**src/verilog/swr_pkg.sv**
```systemverilog
package swr_pkg;

    // target address, upper seven bits of the address byte
    localparam logic [6:0] DEV_ADDR      = 7'h25;

    // register offsets
    localparam logic [7:0] REG_VERSION   = 8'h01;
    localparam logic [7:0] REG_CTL       = 8'h02;
    localparam logic [7:0] REG_FLAG1     = 8'h03;
    localparam logic [7:0] REG_FLAG2     = 8'h04;
    localparam logic [7:0] REG_MASK1     = 8'h05;
    localparam logic [7:0] REG_MASK2     = 8'h06;

    // reset values and writable / implemented bits
    localparam logic [7:0] CTL_RST       = 8'h1F;
    localparam logic [7:0] FLAG_RST      = 8'h00;
    localparam logic [7:0] MASK_RST      = 8'h00;
    localparam logic [7:0] CTL_BITS      = 8'h1F;
    localparam logic [7:0] FLAG1_BITS    = 8'hFC;
    localparam logic [7:0] FLAG2_BITS    = 8'h1C;

    // control fields
    localparam int CTL_SW_OPEN           = 4;
    localparam int CTL_ADC_INT_DIS       = 3;
    localparam int CTL_AUTO              = 2;

    // first flag register fields
    localparam int F1_RECOVERED          = 7;
    localparam int F1_OVERCURRENT        = 6;
    localparam int F1_OVERVOLTAGE        = 5;
    localparam int F1_LONG_RELEASE       = 4;
    localparam int F1_LONG_PRESS         = 3;
    localparam int F1_KEY_PRESS          = 2;

    // second flag register fields
    localparam int F2_STUCK_RECOVERED    = 4;
    localparam int F2_STUCK_KEY          = 3;
    localparam int F2_ADC_CHANGE         = 2;

    // spike filter: a pulse of SPIKE_NS fits in FILT_CYC - 1 samples
    localparam int SPIKE_NS              = 50;
    localparam int CLK_PERIOD_NS         = 40;
    localparam int FILT_CYC              =
        (SPIKE_NS + CLK_PERIOD_NS - 1) / CLK_PERIOD_NS + 1;
    localparam logic [1:0] FILT_LAST     = 2'(FILT_CYC - 1);

    localparam logic [3:0] BITS_PER_BYTE = 4'h8;
    localparam logic [3:0] LAST_BIT      = 4'h7;

    typedef enum logic [3:0] {
        ST_IDLE,
        ST_ADDR,
        ST_ACK_ADDR,
        ST_PTR,
        ST_ACK_PTR,
        ST_WR,
        ST_ACK_WR,
        ST_RD,
        ST_ACK_RD
    } swr_state_t;

endpackage

```
**src/verilog/swr_regbank.sv**
```systemverilog
`timescale 1ns/10ps
module swr_regbank #(
    parameter logic [7:0] VERSION_ID = 8'hA5  // arbitrary value
) (
    input  wire logic i_ref_clk,
    input  wire logic i_rstn,
    input  wire logic i_ce,
    input  wire logic i_scl,
    input  wire logic i_sda,
    output logic      o_sda_out,
    output logic      o_sda_oe,
    input  wire logic i_evt_recovered,
    input  wire logic i_evt_overcurrent,
    input  wire logic i_evt_overvoltage,
    input  wire logic i_evt_long_release,
    input  wire logic i_evt_long_press,
    input  wire logic i_evt_key_press,
    input  wire logic i_evt_stuck_key,
    input  wire logic i_evt_stuck_recovered,
    input  wire logic i_evt_adc_change,
    input  wire logic i_id_detect_done,
    output logic      o_switch_follow_detect,
    output logic      o_auto_config,
    output logic      o_manual_select,
    output logic      o_host_interrupt_n
);
    import swr_pkg::*;

    logic [1:0] pin_raw;
    logic [1:0] pin_filt;
    logic       scl_f;
    logic       sda_f;
    logic       scl_d;
    logic       sda_d;
    logic       scl_rise;
    logic       scl_fall;
    logic       bus_start;
    logic       bus_stop;
    swr_state_t state;
    logic [3:0] bitcnt;
    logic [7:0] shreg;
    logic [7:0] tx;
    logic [7:0] ptr;
    logic       rw;
    logic       receiving;
    logic       byte_done;
    logic       wr_en;
    logic       load;
    logic [7:0] rd_byte;
    logic [7:0] ctl;
    logic [7:0] mask1;
    logic [7:0] mask2;
    logic [7:0] flag1;
    logic [7:0] flag2;
    logic [7:0] set1;
    logic [7:0] set2;
    logic [7:0] clr1;
    logic [7:0] clr2;
    logic       adc_evt;

    assign pin_raw = {i_sda, i_scl};
    assign scl_f   = pin_filt[0];
    assign sda_f   = pin_filt[1];

    // two-stage sync, then a value must hold FILT_CYC samples to pass
    for (genvar g = 0; g < 2; g++)
    begin : gen_pin
        logic       sync_a;
        logic       sync_b;
        logic       filt;
        logic [1:0] cnt;
        always_ff @(posedge i_ref_clk)
        begin
            if (!i_rstn)
            begin
                sync_a <= 1'b1;
                sync_b <= 1'b1;
                filt   <= 1'b1;
                cnt    <= 2'h0;
            end
            else if (i_ce)
            begin
                sync_a <= pin_raw[g];
                sync_b <= sync_a;
                if (sync_b == filt)
                    cnt <= 2'h0;
                else if (cnt == FILT_LAST)
                begin
                    filt <= sync_b;
                    cnt  <= 2'h0;
                end
                else
                    cnt <= cnt + 2'h1;
            end
        end
        assign pin_filt[g] = filt;
    end

    // previous filtered levels for edge and start/stop detection
    always_ff @(posedge i_ref_clk)
    begin
        if (!i_rstn)
        begin
            scl_d <= 1'b1;
            sda_d <= 1'b1;
        end
        else if (i_ce)
        begin
            scl_d <= scl_f;
            sda_d <= sda_f;
        end
    end

    assign scl_rise  = scl_f & ~scl_d;
    assign scl_fall  = ~scl_f & scl_d;
    assign bus_start = scl_f & scl_d & sda_d & ~sda_f;
    assign bus_stop  = scl_f & scl_d & ~sda_d & sda_f;
    assign receiving = (state == ST_ADDR) || (state == ST_PTR)
                    || (state == ST_WR);
    assign byte_done = receiving && scl_fall && (bitcnt == BITS_PER_BYTE);
    assign wr_en     = i_ce && !bus_start && !bus_stop
                    && (state == ST_WR) && byte_done;
    assign load      = i_ce && !bus_start && !bus_stop && scl_fall
                    && (((state == ST_ACK_ADDR) && rw)
                    || (state == ST_ACK_RD));

    // byte-level sequencing; a start restarts from any state
    always_ff @(posedge i_ref_clk)
    begin
        if (!i_rstn)
            state <= ST_IDLE;
        else if (i_ce)
        begin
            if (bus_start)
                state <= ST_ADDR;
            else if (bus_stop)
                state <= ST_IDLE;
            else
                unique case (state)
                    ST_IDLE: ;
                    ST_ADDR:
                        if (byte_done)
                            state <= (shreg[7:1] == DEV_ADDR)
                                   ? ST_ACK_ADDR : ST_IDLE;
                    ST_ACK_ADDR:
                        if (scl_fall)
                            state <= rw ? ST_RD : ST_PTR;
                    ST_PTR:
                        if (byte_done)
                            state <= ST_ACK_PTR;
                    ST_ACK_PTR, ST_ACK_WR:
                        if (scl_fall)
                            state <= ST_WR;
                    ST_WR:
                        if (byte_done)
                            state <= ST_ACK_WR;
                    ST_RD:
                        if (scl_fall && bitcnt == LAST_BIT)
                            state <= ST_ACK_RD;
                    ST_ACK_RD:
                        if (scl_rise && sda_f)        // controller NACK
                            state <= ST_IDLE;
                        else if (scl_fall)
                            state <= ST_RD;
                endcase
        end
    end

    // bit counter, shift register, direction bit
    always_ff @(posedge i_ref_clk)
    begin
        if (!i_rstn)
        begin
            bitcnt <= 4'h0;
            shreg  <= 8'h00;
            rw     <= 1'b0;
        end
        else if (i_ce)
        begin
            if (bus_start || byte_done || load)
                bitcnt <= 4'h0;
            else if (receiving && scl_rise)
            begin
                bitcnt <= bitcnt + 4'h1;
                shreg  <= {shreg[6:0], sda_f};
            end
            else if (state == ST_RD && scl_fall)
                bitcnt <= (bitcnt == LAST_BIT) ? 4'h0 : bitcnt + 4'h1;
            if (state == ST_ADDR && byte_done)
                rw <= shreg[0];
        end
    end

    // pointer auto-increments after every data byte in either direction
    always_ff @(posedge i_ref_clk)
    begin
        if (!i_rstn)
            ptr <= 8'h00;
        else if (i_ce && !bus_start && !bus_stop)
        begin
            if (state == ST_PTR && byte_done)
                ptr <= shreg;
            else if (load || (state == ST_ACK_WR && scl_fall))
                ptr <= ptr + 8'h01;
        end
    end

    // read mux; unmapped offsets read as zero
    always_comb
    begin
        unique case (ptr)
            REG_VERSION: rd_byte = VERSION_ID;
            REG_CTL:     rd_byte = ctl & CTL_BITS;
            REG_FLAG1:   rd_byte = flag1;
            REG_FLAG2:   rd_byte = flag2;
            REG_MASK1:   rd_byte = mask1;
            REG_MASK2:   rd_byte = mask2;
            default:     rd_byte = 8'h00;
        endcase
    end

    // transmit shifter; msb goes out first
    always_ff @(posedge i_ref_clk)
    begin
        if (!i_rstn)
            tx <= 8'hFF;
        else if (i_ce)
        begin
            if (load)
                tx <= rd_byte;
            else if (state == ST_RD && scl_fall && bitcnt != LAST_BIT)
                tx <= {tx[6:0], 1'b1};
        end
    end

    // open-drain data: only ever pull low, for ack or a zero data bit
    assign o_sda_out = 1'b0;
    assign o_sda_oe  = (state == ST_ACK_ADDR) || (state == ST_ACK_PTR)
                    || (state == ST_ACK_WR)
                    || ((state == ST_RD) && !tx[7]);

    // writable registers; reserved bits are dropped on write
    always_ff @(posedge i_ref_clk)
    begin
        if (!i_rstn)
        begin
            ctl   <= CTL_RST;
            mask1 <= MASK_RST;
            mask2 <= MASK_RST;
        end
        else if (wr_en)
        begin
            unique case (ptr)
                REG_CTL:   ctl   <= shreg & CTL_BITS;
                REG_MASK1: mask1 <= shreg & FLAG1_BITS;
                REG_MASK2: mask2 <= shreg & FLAG2_BITS;
                default: ;
            endcase
        end
    end

    assign o_switch_follow_detect = ctl[CTL_SW_OPEN];
    assign o_auto_config          = ctl[CTL_AUTO];
    assign o_manual_select        = ~ctl[CTL_AUTO];

    // detection done and ADC change share one flag, both gated by bit 3
    assign adc_evt = (i_evt_adc_change | i_id_detect_done)
                   & ~ctl[CTL_ADC_INT_DIS];
    assign set1 = {i_evt_recovered, i_evt_overcurrent, i_evt_overvoltage,
                   i_evt_long_release, i_evt_long_press, i_evt_key_press,
                   2'b00};
    assign set2 = {3'b000, i_evt_stuck_recovered, i_evt_stuck_key,
                   adc_evt, 2'b00};
    // clear only what was loaded for sending, so a new event is kept
    assign clr1 = (load && ptr == REG_FLAG1) ? flag1 : 8'h00;
    assign clr2 = (load && ptr == REG_FLAG2) ? flag2 : 8'h00;

    // sticky flags; a set in the clearing cycle wins
    always_ff @(posedge i_ref_clk)
    begin
        if (!i_rstn)
        begin
            flag1 <= FLAG_RST;
            flag2 <= FLAG_RST;
        end
        else if (i_ce)
        begin
            flag1 <= (flag1 & ~clr1) | set1;
            flag2 <= (flag2 & ~clr2) | set2;
        end
    end

    // interrupt follows flags one cycle later
    always_ff @(posedge i_ref_clk)
    begin
        if (!i_rstn)
            o_host_interrupt_n <= 1'b1;
        else if (i_ce)
            o_host_interrupt_n <= ~|((flag1 & ~mask1)
                                  | (flag2 & ~mask2));
    end

    a_addr_match:
    assert property (@(posedge i_ref_clk) disable iff (!i_rstn)
        state == ST_ACK_ADDR |-> shreg[7:1] == DEV_ADDR && o_sda_oe)
        else $error("ack given to a foreign address");

    a_spike_reject:
    assert property (@(posedge i_ref_clk) disable iff (!i_rstn)
        $changed(scl_f) |-> $past(gen_pin[0].sync_b, 1) == scl_f
            && $past(gen_pin[0].sync_b, 2) == scl_f
            && $past(gen_pin[0].sync_b, 3) == scl_f)
        else $error("clock filter passed a short pulse");

    a_ctl_reset:
    assert property (@(posedge i_ref_clk)
        !i_rstn |=> ctl == CTL_RST && flag1 == FLAG_RST)
        else $error("control or flags wrong after reset");

    a_ctl_resv:
    assert property (@(posedge i_ref_clk) disable iff (!i_rstn)
        load && ptr == REG_CTL |=> tx[7:5] == 3'b000)
        else $error("reserved control bits read nonzero");

    a_sw_follow:
    assert property (@(posedge i_ref_clk) disable iff (!i_rstn)
        wr_en && ptr == REG_CTL
        |=> o_switch_follow_detect == $past(shreg[CTL_SW_OPEN]))
        else $error("switch-open bit not taken from write");

    a_adc_hide:
    assert property (@(posedge i_ref_clk) disable iff (!i_rstn)
        ctl[CTL_ADC_INT_DIS] && !flag2[F2_ADC_CHANGE]
        |=> !flag2[F2_ADC_CHANGE])
        else $error("ADC change flagged while disabled");

    a_auto_sel:
    assert property (@(posedge i_ref_clk) disable iff (!i_rstn)
        wr_en && ptr == REG_CTL
        |=> o_auto_config == $past(shreg[CTL_AUTO])
            && o_manual_select != o_auto_config)
        else $error("automatic select not taken from write");

    a_flag1_clear:
    assert property (@(posedge i_ref_clk) disable iff (!i_rstn)
        load && ptr == REG_FLAG1 && set1 == 8'h00 |=> flag1 == 8'h00)
        else $error("first flags not cleared by read");

    a_fault_set:
    assert property (@(posedge i_ref_clk) disable iff (!i_rstn)
        i_ce && i_evt_overcurrent |=> flag1[F1_OVERCURRENT])
        else $error("overcurrent event lost");

    a_key_set:
    assert property (@(posedge i_ref_clk) disable iff (!i_rstn)
        i_ce && i_evt_long_press |=> flag1[F1_LONG_PRESS])
        else $error("long key press lost");

    a_flag2_clear:
    assert property (@(posedge i_ref_clk) disable iff (!i_rstn)
        load && ptr == REG_FLAG2 && set2 == 8'h00 |=> flag2 == 8'h00)
        else $error("second flags not cleared by read");

    a_stuck_set:
    assert property (@(posedge i_ref_clk) disable iff (!i_rstn)
        i_ce && i_evt_stuck_key |=> flag2[F2_STUCK_KEY])
        else $error("stuck key event lost");

    a_stuck_recov:
    assert property (@(posedge i_ref_clk) disable iff (!i_rstn)
        i_ce && i_evt_stuck_recovered |=> flag2[F2_STUCK_RECOVERED])
        else $error("stuck key recovery lost");

    a_adc_set:
    assert property (@(posedge i_ref_clk) disable iff (!i_rstn)
        i_ce && i_evt_adc_change && !ctl[CTL_ADC_INT_DIS]
        |=> flag2[F2_ADC_CHANGE])
        else $error("ADC change lost");

    a_mask_quiet:
    assert property (@(posedge i_ref_clk) disable iff (!i_rstn)
        i_ce && (flag1 & ~mask1) == 8'h00 && (flag2 & ~mask2) == 8'h00
        |=> o_host_interrupt_n)
        else $error("masked flag reached the host");

    a_irq_assert:
    assert property (@(posedge i_ref_clk) disable iff (!i_rstn)
        i_ce && |(flag1 & ~mask1) |=> !o_host_interrupt_n)
        else $error("unmasked flag without interrupt");

endmodule

```
**config.mk**
```make
export PLATFORM = sky130hd
export DESIGN_NAME = swr_regbank
export DESIGN_NICKNAME = d
export VERILOG_FILES = /design/src/verilog/swr_pkg.sv /design/src/verilog/swr_regbank.sv
export SDC_FILE = /design/constraint.sdc
export NUM_CORES = 1
export LEC_CHECK = 0
export BUFFER_PORTS_ARGS = -buffer_cell sky130_fd_sc_hd__buf_2
export CAP_MARGIN = 0
export CORE_UTILIZATION = 36
export CTS_CLUSTER_DIAMETER = 80
export DETAILED_ROUTE_END_ITERATION = 7
export SETUP_SLACK_MARGIN = 0.2
export SLEW_MARGIN = 20
export SYNTH_ARGS = -nofsm -noshare
export SYNTH_HDL_FRONTEND = slang
export SYNTH_SLANG_ARGS = --single-unit
```
**constraint.sdc**
```tcl
create_clock -name i_ref_clk -period 2.81 [get_ports i_ref_clk]
set_clock_uncertainty 0.15 [all_clocks]
set_input_delay 0.562 -clock i_ref_clk [delete_from_list [all_inputs] [get_ports i_ref_clk]]
set_output_delay 0.562 -clock i_ref_clk [all_outputs]
set_load 0.01 [all_outputs]
```
==> reports/results.ini, run 1 <==
[status]
status=finished clean

[final_layout]
n_antenna_cell=0
drive_above_1_share_pct=12.2
nets=493
utilization_pct=41.6
instances_no_fill=612
area_growth_pct=9.89

[drt]
num_vias=3566
routed_wirelength_mm=10.3
drcViolationCount=0
drt_iter0_drc=269
routedWlPerCell_um=16.8
ant_nets=0
via_per_inst=5.83
drtPass1Iterations=5

[clock_tree]
htree_num_levels=3
cts_tree=yes
clock_latency_ps=360
clock_sinks=76
path_clk_slew_ps=80
root_buffer=clkbuf_8
cts_buffer_depth=2
post_cts.repair.setup_buffers=0
cts_buffers=9

[timing]
slew_viol_final=0
finalSetupViolCount=0
worst_pin_slew_ps=757
fmax_mhz=418
fin_setup_tns_ps=0
post-route-min-period_ps=2390
maxSlewHeadroom_pct=48.3
hold_viol_final=0
rsz0062_at_grt=no
period_share_pct=85.1

[place]
post-place-cells=597
port_buffers=19
dp_hpwl_mm=7.25
routabilityCongestion=0.893

[power]
clock_power_share_pct=41.9
peakVddDrop_v=0.000322
powerDensity_nw_per_um2=469
power.leakage_nw=1.61
p_comb_share_pct=4.3
p_int_mw=1.58
p_sw_mw=0.467
p_seq_share_pct=53.9
finalPower_mw=2.05
swShare_pct=22.8

[logic_synthesis]
avgSynthCellArea_um2=8.58
async_flop_share_pct=0
ys_ff_latch=76
syn_inst=463
synth_cell_type_count=70
yosys_warnings=0
syn_nets=484
syn_area_um2=3970
ys.flop_type=dfxtp_1
seq_area_frac_synth_pct=38.3
synth_edf_count=0

[global_routing]
grt_usage_pct=18.8
grt_pass1_vias=3299
gr-total-overflow=0
grt_pass1_wl_mm=16.8
antenna_found_initial=0
grt_max_degree=36

[setup_path]
cp.arrival_ps=2520
cpPeakStageDelay_ps=620
end_kind=flip-flop
slowest_stage=dfxtp_1
criticalPathCategory=flip-flop to flip-flop
crit_path_start_kind=flip-flop
required_ps=2940
crit_chain=or3b_1 -> o31a_1 -> o22a_1 -> nand2b_1 -> a211oi_1
cp_max_fo=17

[die]
start_util_pct=37.8
die_w_um=107
coreArea_um2=10500
row_count=37
ios=21
dieHeight_um=107
die_area_um2=11500

[flow_run]
cap_violations=0

[hold_path]
min_path_type=input pin to flip-flop

[synth_stat cells, types with 9 or more instances]
| library cell | number | area (um2) |
|---|---|---|
| dfxtp_1 | 76 | 1520 |
| nor2_1 | 43 | 161 |
| nand2_1 | 34 | 128 |
| mux2i_1 | 30 | 300 |
| a21oi_1 | 24 | 120 |
| clkbuf_1 | 22 | 82.6 |
| inv_1 | 17 | 63.8 |
| nor3_1 | 17 | 85.1 |
| o21ai_0 | 16 | 80.1 |
| nand3_1 | 15 | 75.1 |
| a22oi_1 | 12 | 90.1 |
| and3_1 | 12 | 75.1 |
| a31oi_1 | 9 | 56.3 |
| nor2b_1 | 9 | 56.3 |
[routing by layer]
metal	up-vias	track usage [%]	part of all wire, %
li1	1730	-	-
met1	1692	23.9	45
met2	128	30.4	48
met3	16	4.26	5.7
met4	0	8.02	1.7
met5	-	0	0
[placed cells by master, fill, tap and decap left out, types with 3 or more instances in the layout]
cell | netlist | final
a211o_1 | 3 | 3
a211oi_1 | 6 | 6
a21oi_1 | 24 | 24
a221oi_1 | 4 | 4
a222oi_1 | 3 | 3
a22oi_1 | 12 | 12
a31oi_1 | 9 | 9
and3_1 | 12 | 12
buf_2 | 3 | 19
buf_4 | 2 | 12
clkbuf_8 | 0 | 11
dfxtp_1 | 76 | 75
ha_1 | 6 | 6
inv_1 | 17 | 17
mux2i_1 | 30 | 30
nand2_1 | 34 | 34
nand2b_1 | 6 | 6
nand3_1 | 15 | 15
nand3b_1 | 4 | 4
nand4_1 | 4 | 4
nand4b_1 | 4 | 4
nor2_1 | 43 | 43
nor2b_1 | 9 | 9
nor3_1 | 17 | 17
nor4_1 | 6 | 6
o211ai_1 | 4 | 4
o21a_1 | 4 | 4
o21ai_0 | 16 | 16
o311ai_0 | 5 | 5
o311ai_1 | 3 | 3
o31ai_1 | 6 | 6
[power groups by stage]
stage | sequential (mW) | combinational (mW) | clock, mW
final | 1.10 | 0.0876 | 0.857
after global routing | 1.10 | 0.0980 | 0.924
after CTS | 1.10 | 0.0873 | 0.883
after detailed placement | 1.13 | 0.0868 | 0
after global placement | 1.13 | 0.0855 | 0
after floorplan | 1.12 | 0.0588 | 0
[final timing paths]
kind                          start                 to  slack (ps)  cells after the start
setup / recovery           state[3]             ptr[1]         420                      5
hold / removal                i_sda  gen_pin[1].sync_a         260                      3
setup reg to reg           state[3]             ptr[1]         420                      5
hold reg to reg   gen_pin[0].sync_a  gen_pin[0].sync_a         330                      2
[registers in the layout (all words and copies together), names as in the netlist]
signal / flops
flag1: 8
flag2: 8
ptr: 8
shreg: 8
tx: 8
mask1: 6
ctl: 5
bitcnt: 4
gen_pin.cnt: 4
state: 4
mask2: 3
gen_pin.filt: 2
gen_pin.sync_a: 2
gen_pin.sync_b: 2
o_host_interrupt_n: 1
rw: 1
scl_d: 1
sda_d: 1
[kinds of logic after synthesis]
family	count (synthesis)	synth area share, %
other cells	1	0.0944
compound gates	119	20.9
fa+ha+maj	6	1.89
simple gates	176	24.4
mux	31	7.84
buf+inv	51	5.86
flops	76	38.3
xor+xnor	3	0.661
[per-stage QoR]
stage          worst slack, ps  instance area, um2  hold slack (ps)
2_1_floorplan              531                3970              292
3_3_place_gp               475                4160              305
3_5_place_dp               460                4160              312
4_1_cts                    354                4370              248
5_1_grt                    271                4370              266
6_report                   419                4370              263
[worst max-delay path: cells and delay by family, from the launching register on]
kind / cells / cell delay [ps]
simple gates: 2 / 770
compound gates: 3 / 770
flops: 1 / 620
[area by class of cell]
| cell class | instances | area [um2] |
|---|---|---|
| multi-input cells | 336 | 2220 |
| inverters | 18 | 67.6 |
| repair buffers | 31 | 185 |
| clock inverters | 3 | 46.3 |
| fillers | 1050 | 6140 |
| clock buffers | 12 | 155 |
| well taps | 136 | 170 |
| flip-flops and latches | 76 | 1520 |
[timing repair]
item	CTS	global route
endpoints found under the hold margin	0	0
setup endpoints to repair	0	1
hold buffers	0	0
resized for setup	0	1
Power figures use the tool's default switching activity.
==> inputs of run 2 (changes only) <==
--- a/config.mk
+++ b/config.mk
@@ -15,3 +15,4 @@
 export SYNTH_ARGS = -nofsm -noshare
 export SYNTH_HDL_FRONTEND = slang
 export SYNTH_SLANG_ARGS = --single-unit
+export TNS_END_PERCENT = 50
==> constraint.sdc (replaced) <==
create_clock -name i_ref_clk -period 2.3 [get_ports i_ref_clk]
set_clock_uncertainty 0.15 [all_clocks]
set_input_delay 0.46 -clock i_ref_clk [delete_from_list [all_inputs] [get_ports i_ref_clk]]
set_output_delay 0.46 -clock i_ref_clk [all_outputs]
set_load 0.01 [all_outputs]
==> run 2 against run 1 <==
  * Global-route usage grew 0.77 points
  * Clock power up 11%
  * Die area unchanged
  * Final cell count grew 5.4%
  * Design area rose by 8.5%
  * Sequential cell count unchanged
  * Non-clock buffer count is 33 higher
  * Combinational power is 27% higher
  * Routed wire length is 5.2% higher
  * Sequential share of layout area down 2.3 points
  * Maximum frequency increased by 13%
  * Worst setup slack got worse by 230 ps
  * Critical path type unchanged
  * Highest routed layer unchanged
==> reports/results.ini, run 2 (synthesis results as in run 1) <==
[die]
start_util_pct=37.8
die_area_um2=11500
row_count=37
coreArea_um2=10500
dieHeight_um=107
ios=21
die_w_um=107

[setup_path]
crit_chain=and3b_1 -> o211a_1 -> or3_4 -> or4_1 -> o311ai_1
cp_max_fo=8
cpPeakStageDelay_ps=520
crit_start=state[3]
criticalPathCategory=flip-flop to flip-flop
required_ps=2410
cp.arrival_ps=2210
crit_path_start_kind=flip-flop
r2r_start=state[3]
rrSetupSlack_ps=190
slowest_stage=or4_1
cp_top_family=simple AND/OR/NAND/NOR gates
end_kind=flip-flop
reg2reg_to=bitcnt[1]
r2r_cells=5
path_buf_inv=0

[clock_tree]
clock_latency_ps=360
cts_buffers=9
cts_buffer_depth=2
root_buffer=clkbuf_8
cts_tree=yes
postCtsHoldBufs=0
htree_num_levels=3
clock_sinks=76
path_clk_slew_ps=80

[power]
power.leakage_nw=1.78
peakVddDrop_v=0.000340
powerDensity_nw_per_um2=506

[drt]
num_vias=3728
drtPass1Iterations=5
ant_nets=0
routed_wirelength_mm=10.8
via_per_inst=5.78
routedWlPerCell_um=16.7
drt_iter0_drc=274
drcViolationCount=0

[hold_path]
min_from=i_sda
holdPathStages=3
min_path_type=input pin to flip-flop
hold-path-endpoint=gen_pin[1].sync_a

[place]
dp_hpwl_mm=7.49
routabilityCongestion=0.866
port_buffers=19

[final_layout]
final_common_cell=dfxtp_1
seq_area_um2=1540
nets=526
num-fill-cells=996
utilization_pct=45.1
multi_input_area_um2=2310
final_cell_mix=66 x dfxtp_1, 43 x nor2_1, 38 x buf_4
area_growth_pct=19.2
drive_above_1_share_pct=23.4
n_antenna_cell=0

[flow_run]
cap_violations=0

[timing]
fin_setup_tns_ps=0
fmax_mhz=475
slew_viol_final=0
hold_viol_final=0
finalSetupViolCount=0
period_share_pct=91.6
rsz0062_at_grt=yes
post-route-min-period_ps=2110

[global_routing]
antenna_found_initial=0
grt_usage_pct=19.6
grt_pass1_wl_mm=17.6
gr-total-overflow=0
grt_max_degree=31
grt_pass1_vias=3415

[status]
status=finished clean

run 2: worst max-delay path by stage:
| stage | depth (start not counted) | slack (ps) | endpoint |
|---|---|---|---|
| global placement | 8 | 110 | ptr[1] |
| CTS | 5 | 170 | o_sda_oe |
| floorplan | 7 | 120 | bitcnt[1] |
| finish | 5 | 190 | bitcnt[1] |
| global route | 9 | 80 | ptr[7] |
| detailed placement | 5 | 110 | ptr[6] |
run 2: power breakdown:
group	switching, mW	internal (mW)	total (mW)
Combinational	0.0671	0.0438	0.111
Sequential	0.0145	1.33	1.34
Clock	0.528	0.419	0.947
Total	0.610	1.79	2.40
run 2: per-stage QoR:
| step | total power [mW] | area, um2 | cells | hold WS [ps] | worst slack, ps |
|---|---|---|---|---|---|
| after CTS | 2.42 | 4540 | 635 | 154 | 169 |
| after global placement | 1.48 | 4340 | 618 | 304 | 113 |
| final | 2.40 | 4740 | 645 | 169 | 193 |
| after global routing | 2.49 | 4740 | 645 | 150 | 75.7 |
| after detailed placement | 1.49 | 4340 | 618 | 312 | 114 |
| after floorplan | 1.44 | 3980 | 463 | 292 | 123 |
run 2: cell type report:
| class | instances | share of cell area (%) |
|---|---|---|
| multi-input combinational | 336 | 48.8 |
| inverter | 18 | 1.48 |
| sequential | 76 | 32.6 |
| tap | 136 | 3.59 |
| clock inverter | 5 | 0.792 |
| clock buffer | 10 | 2.91 |
| timing repair buffer | 64 | 9.88 |
run 2: metal layers:
layer  wire, um  global-route usage [%]  part of all wire [%]
met2       5100                    31.5                    47
met5          0                       0                     0
met1       4840                    25.6                    45
met3        599                    4.44                   5.6
met4        240                    6.85                   2.2
run 2: timing repair:
item                                    4_1_cts  5_1_grt
resized for setup                             8       37
endpoints found under the setup margin       21       39
setup buffers                                 2       10
pin swaps                                     5        8
run 2: tightest hold or removal path: cells and delay by family:
family,cells,cell delay [ps]
multiplexers,1,50
buffers and inverters,1,70
AND/OR/NAND/NOR,1,60
==> inputs of run 3 (changes only) <==
--- a/config.mk
+++ b/config.mk
@@ -5,6 +5,7 @@
 export SDC_FILE = /design/constraint.sdc
 export NUM_CORES = 1
 export LEC_CHECK = 0
+export ABC_AREA = 1
 export BUFFER_PORTS_ARGS = -buffer_cell sky130_fd_sc_hd__buf_2
 export CAP_MARGIN = 0
 export CORE_UTILIZATION = 36
==> run 3 against run 2 <==
  * Core utilization fell by 3.4 points
  * First-iteration DRC count fell by 6.9%
  * Routed wire length decreased by 6.2%
  * Register-to-register slack better by 190 ps
  * Synthesized cell count rose by 33%
  * Area after synthesis is 1.9% higher
  * Sequential cell count is the same
  * Die area grew 1.8%
==> reports/results.ini, run 3 <==
[status]
status=finished clean

[final_layout]
num-fill-cells=1162
multi_input_area_um2=2140
final_cell_mix=182 x nand2_1, 77 x nand3_1, 73 x dfxtp_1
area_growth_pct=12.1
drive_above_1_share_pct=13.1
n_antenna_cell=0
nets=658
final_common_cell=nand2_1
seq_area_um2=1530

[place]
port_buffers=19
place_ws_ps=252
routabilityCongestion=0.850
dp_hpwl_mm=7.59

[timing]
period_share_pct=89.3
fin_setup_tns_ps=0
whs_ps=173
rsz0062_at_grt=yes
hold_viol_final=0
slew_viol_final=0
post-route-min-period_ps=2050
finalSetupViolCount=0
fmax_mhz=487
setup_slack_ps=245

[die]
row_count=38
die_area_um2=11700
dieHeight_um=108
die_w_um=108
start_util_pct=37.2
ios=21
coreArea_um2=10900

[setup_path]
crit_chain=inv_1 -> nor2_2 -> nand2_1 -> o21ai_0 -> buf_2
path_buf_inv=2
cp_max_fo=5
criticalPathCategory=flip-flop to primary output
end_kind=primary output
cp_top_family=flip-flops
cpPeakStageDelay_ps=380
cp.depth=5
slowest_stage=dfxtp_2
cp.arrival_ps=1440
crit_path_start_kind=flip-flop
required_ps=1690
r2r_cells=8

[clock_tree]
cts_tree=yes
postCtsHoldBufs=0
clock_latency_ps=350
cts_buffer_depth=2
cts_buffers=9
htree_num_levels=3
root_buffer=clkbuf_8
clock_sinks=76
path_clk_slew_ps=90

[logic_synthesis]
yosysTopAreaCell=dfxtp_1
avgSynthCellArea_um2=6.59
async_flop_share_pct=0
yosys-top-cells-area=dfxtp_1 38%, nand2_1 17%, nand3_1 9.5%
ys_ff_latch=76
syn_area_um2=4050
syn_nets=635
yosys_warnings=0
synth_top_area_share_pct=37.6
seq_area_frac_synth_pct=37.6
synth_cell_type_count=36
synthTopCellsByCount=182 x nand2_1, 77 x nand3_1, 76 x dfxtp_1, 66 x inv_1, 55 x a21oi_1
syn_inst=614
synth_edf_count=0
synth_most_common_cell=nand2_1
ys.flop_type=dfxtp_1

[drt]
num_vias=3908
ant_nets=0
drt_iter0_drc=255
routed_wirelength_mm=10.1
drcViolationCount=0
routedWlPerCell_um=12.9
via_per_inst=5.00
drtPass1Iterations=5

[global_routing]
grt_pass1_vias=3597
grt_usage_pct=19.0
antenna_found_initial=0
grt_max_degree=45
gr-total-overflow=0
grt_pass1_wl_mm=17.3

[hold_path]
min_path_type=input pin to flip-flop
holdPathStages=3

[power]
powerDensity_nw_per_um2=558
peakVddDrop_v=0.000362
finalPower_mw=2.53
power.leakage_nw=2.11

[flow_run]
cap_violations=0

==> run 3: kinds of logic after synthesis <==
logic type / Yosys count / synth area share [%]
buffers and inverters: 97 / 9.73
AND/OR/NAND/NOR: 333 / 37.2
AO/OA/AOI/OAI: 97 / 12.6
adder cells (fa/ha/maj): 6 / 1.85
flip-flops: 76 / 37.6
XOR/XNOR: 4 / 0.865
other: 1 / 0.0926
==> run 3: per-stage QoR <==
step                util [%]  cell area, um2  cells
finish                  41.7            4540    782
detailed placement      39.2            4270    761
global route            41.7            4540    782
floorplan                  -            4050    614
CTS                     41.2            4480    777
global placement        39.2            4270    761
==> run 3: layout make-up <==
type / instances / area share [%]
Multi-Input combinational cell: 441 / 47.1
Sequential cell: 76 / 33.6
Inverter: 78 / 6.50
Timing Repair Buffer: 31 / 4.35
Tap cell: 140 / 3.86
Clock buffer: 10 / 3.03
Clock inverter: 6 / 1.57
==> run 3: worst reg2reg max path, delay by kind of cell, from the launching register on <==
kind,cells,cell delay [ps]
AO/OA/AOI/OAI,1,70
adder cells (fa/ha/maj),1,220
buffers and inverters,2,270
flip-flops,1,420
AND/OR/NAND/NOR,4,670
==> run 3: what timing repair did <==
item | CTS | global route
gates cloned | 0 | 0
pin swaps | 0 | 2
endpoints found under the setup margin | 1 | 35
setup buffers | 0 | 5
resized for setup | 1 | 4
==> run 3: metal layers <==
layer | global-route usage (%) | up-vias | wire [um] | share of wire (%)
met3 | 3.86 | 23 | 391 | 3.9
met1 | 25.2 | 1757 | 4910 | 49
met2 | 30.1 | 93 | 4550 | 45
met5 | 0 | - | 0 | 0
met4 | 7.63 | 0 | 266 | 2.6
li1 | - | 2035 | - | -
==> run 3: power breakdown <==
group / internal (mW) / total [mW] / switching, mW
combinational: 0.0415 / 0.115 / 0.0733
sequential: 1.33 / 1.35 / 0.0125
clock: 0.538 / 1.07 / 0.532
total: 1.91 / 2.53 / 0.618
==> run 3: final timing paths <==
check	start	end	slack (ps)
worst min register to register	rw	rw	310
worst max register to register	ptr[0]	flag1[2]	380
worst max-delay path	state[2]	o_sda_oe	250
worst min-delay path	i_sda	gen_pin[1].sync_a	170
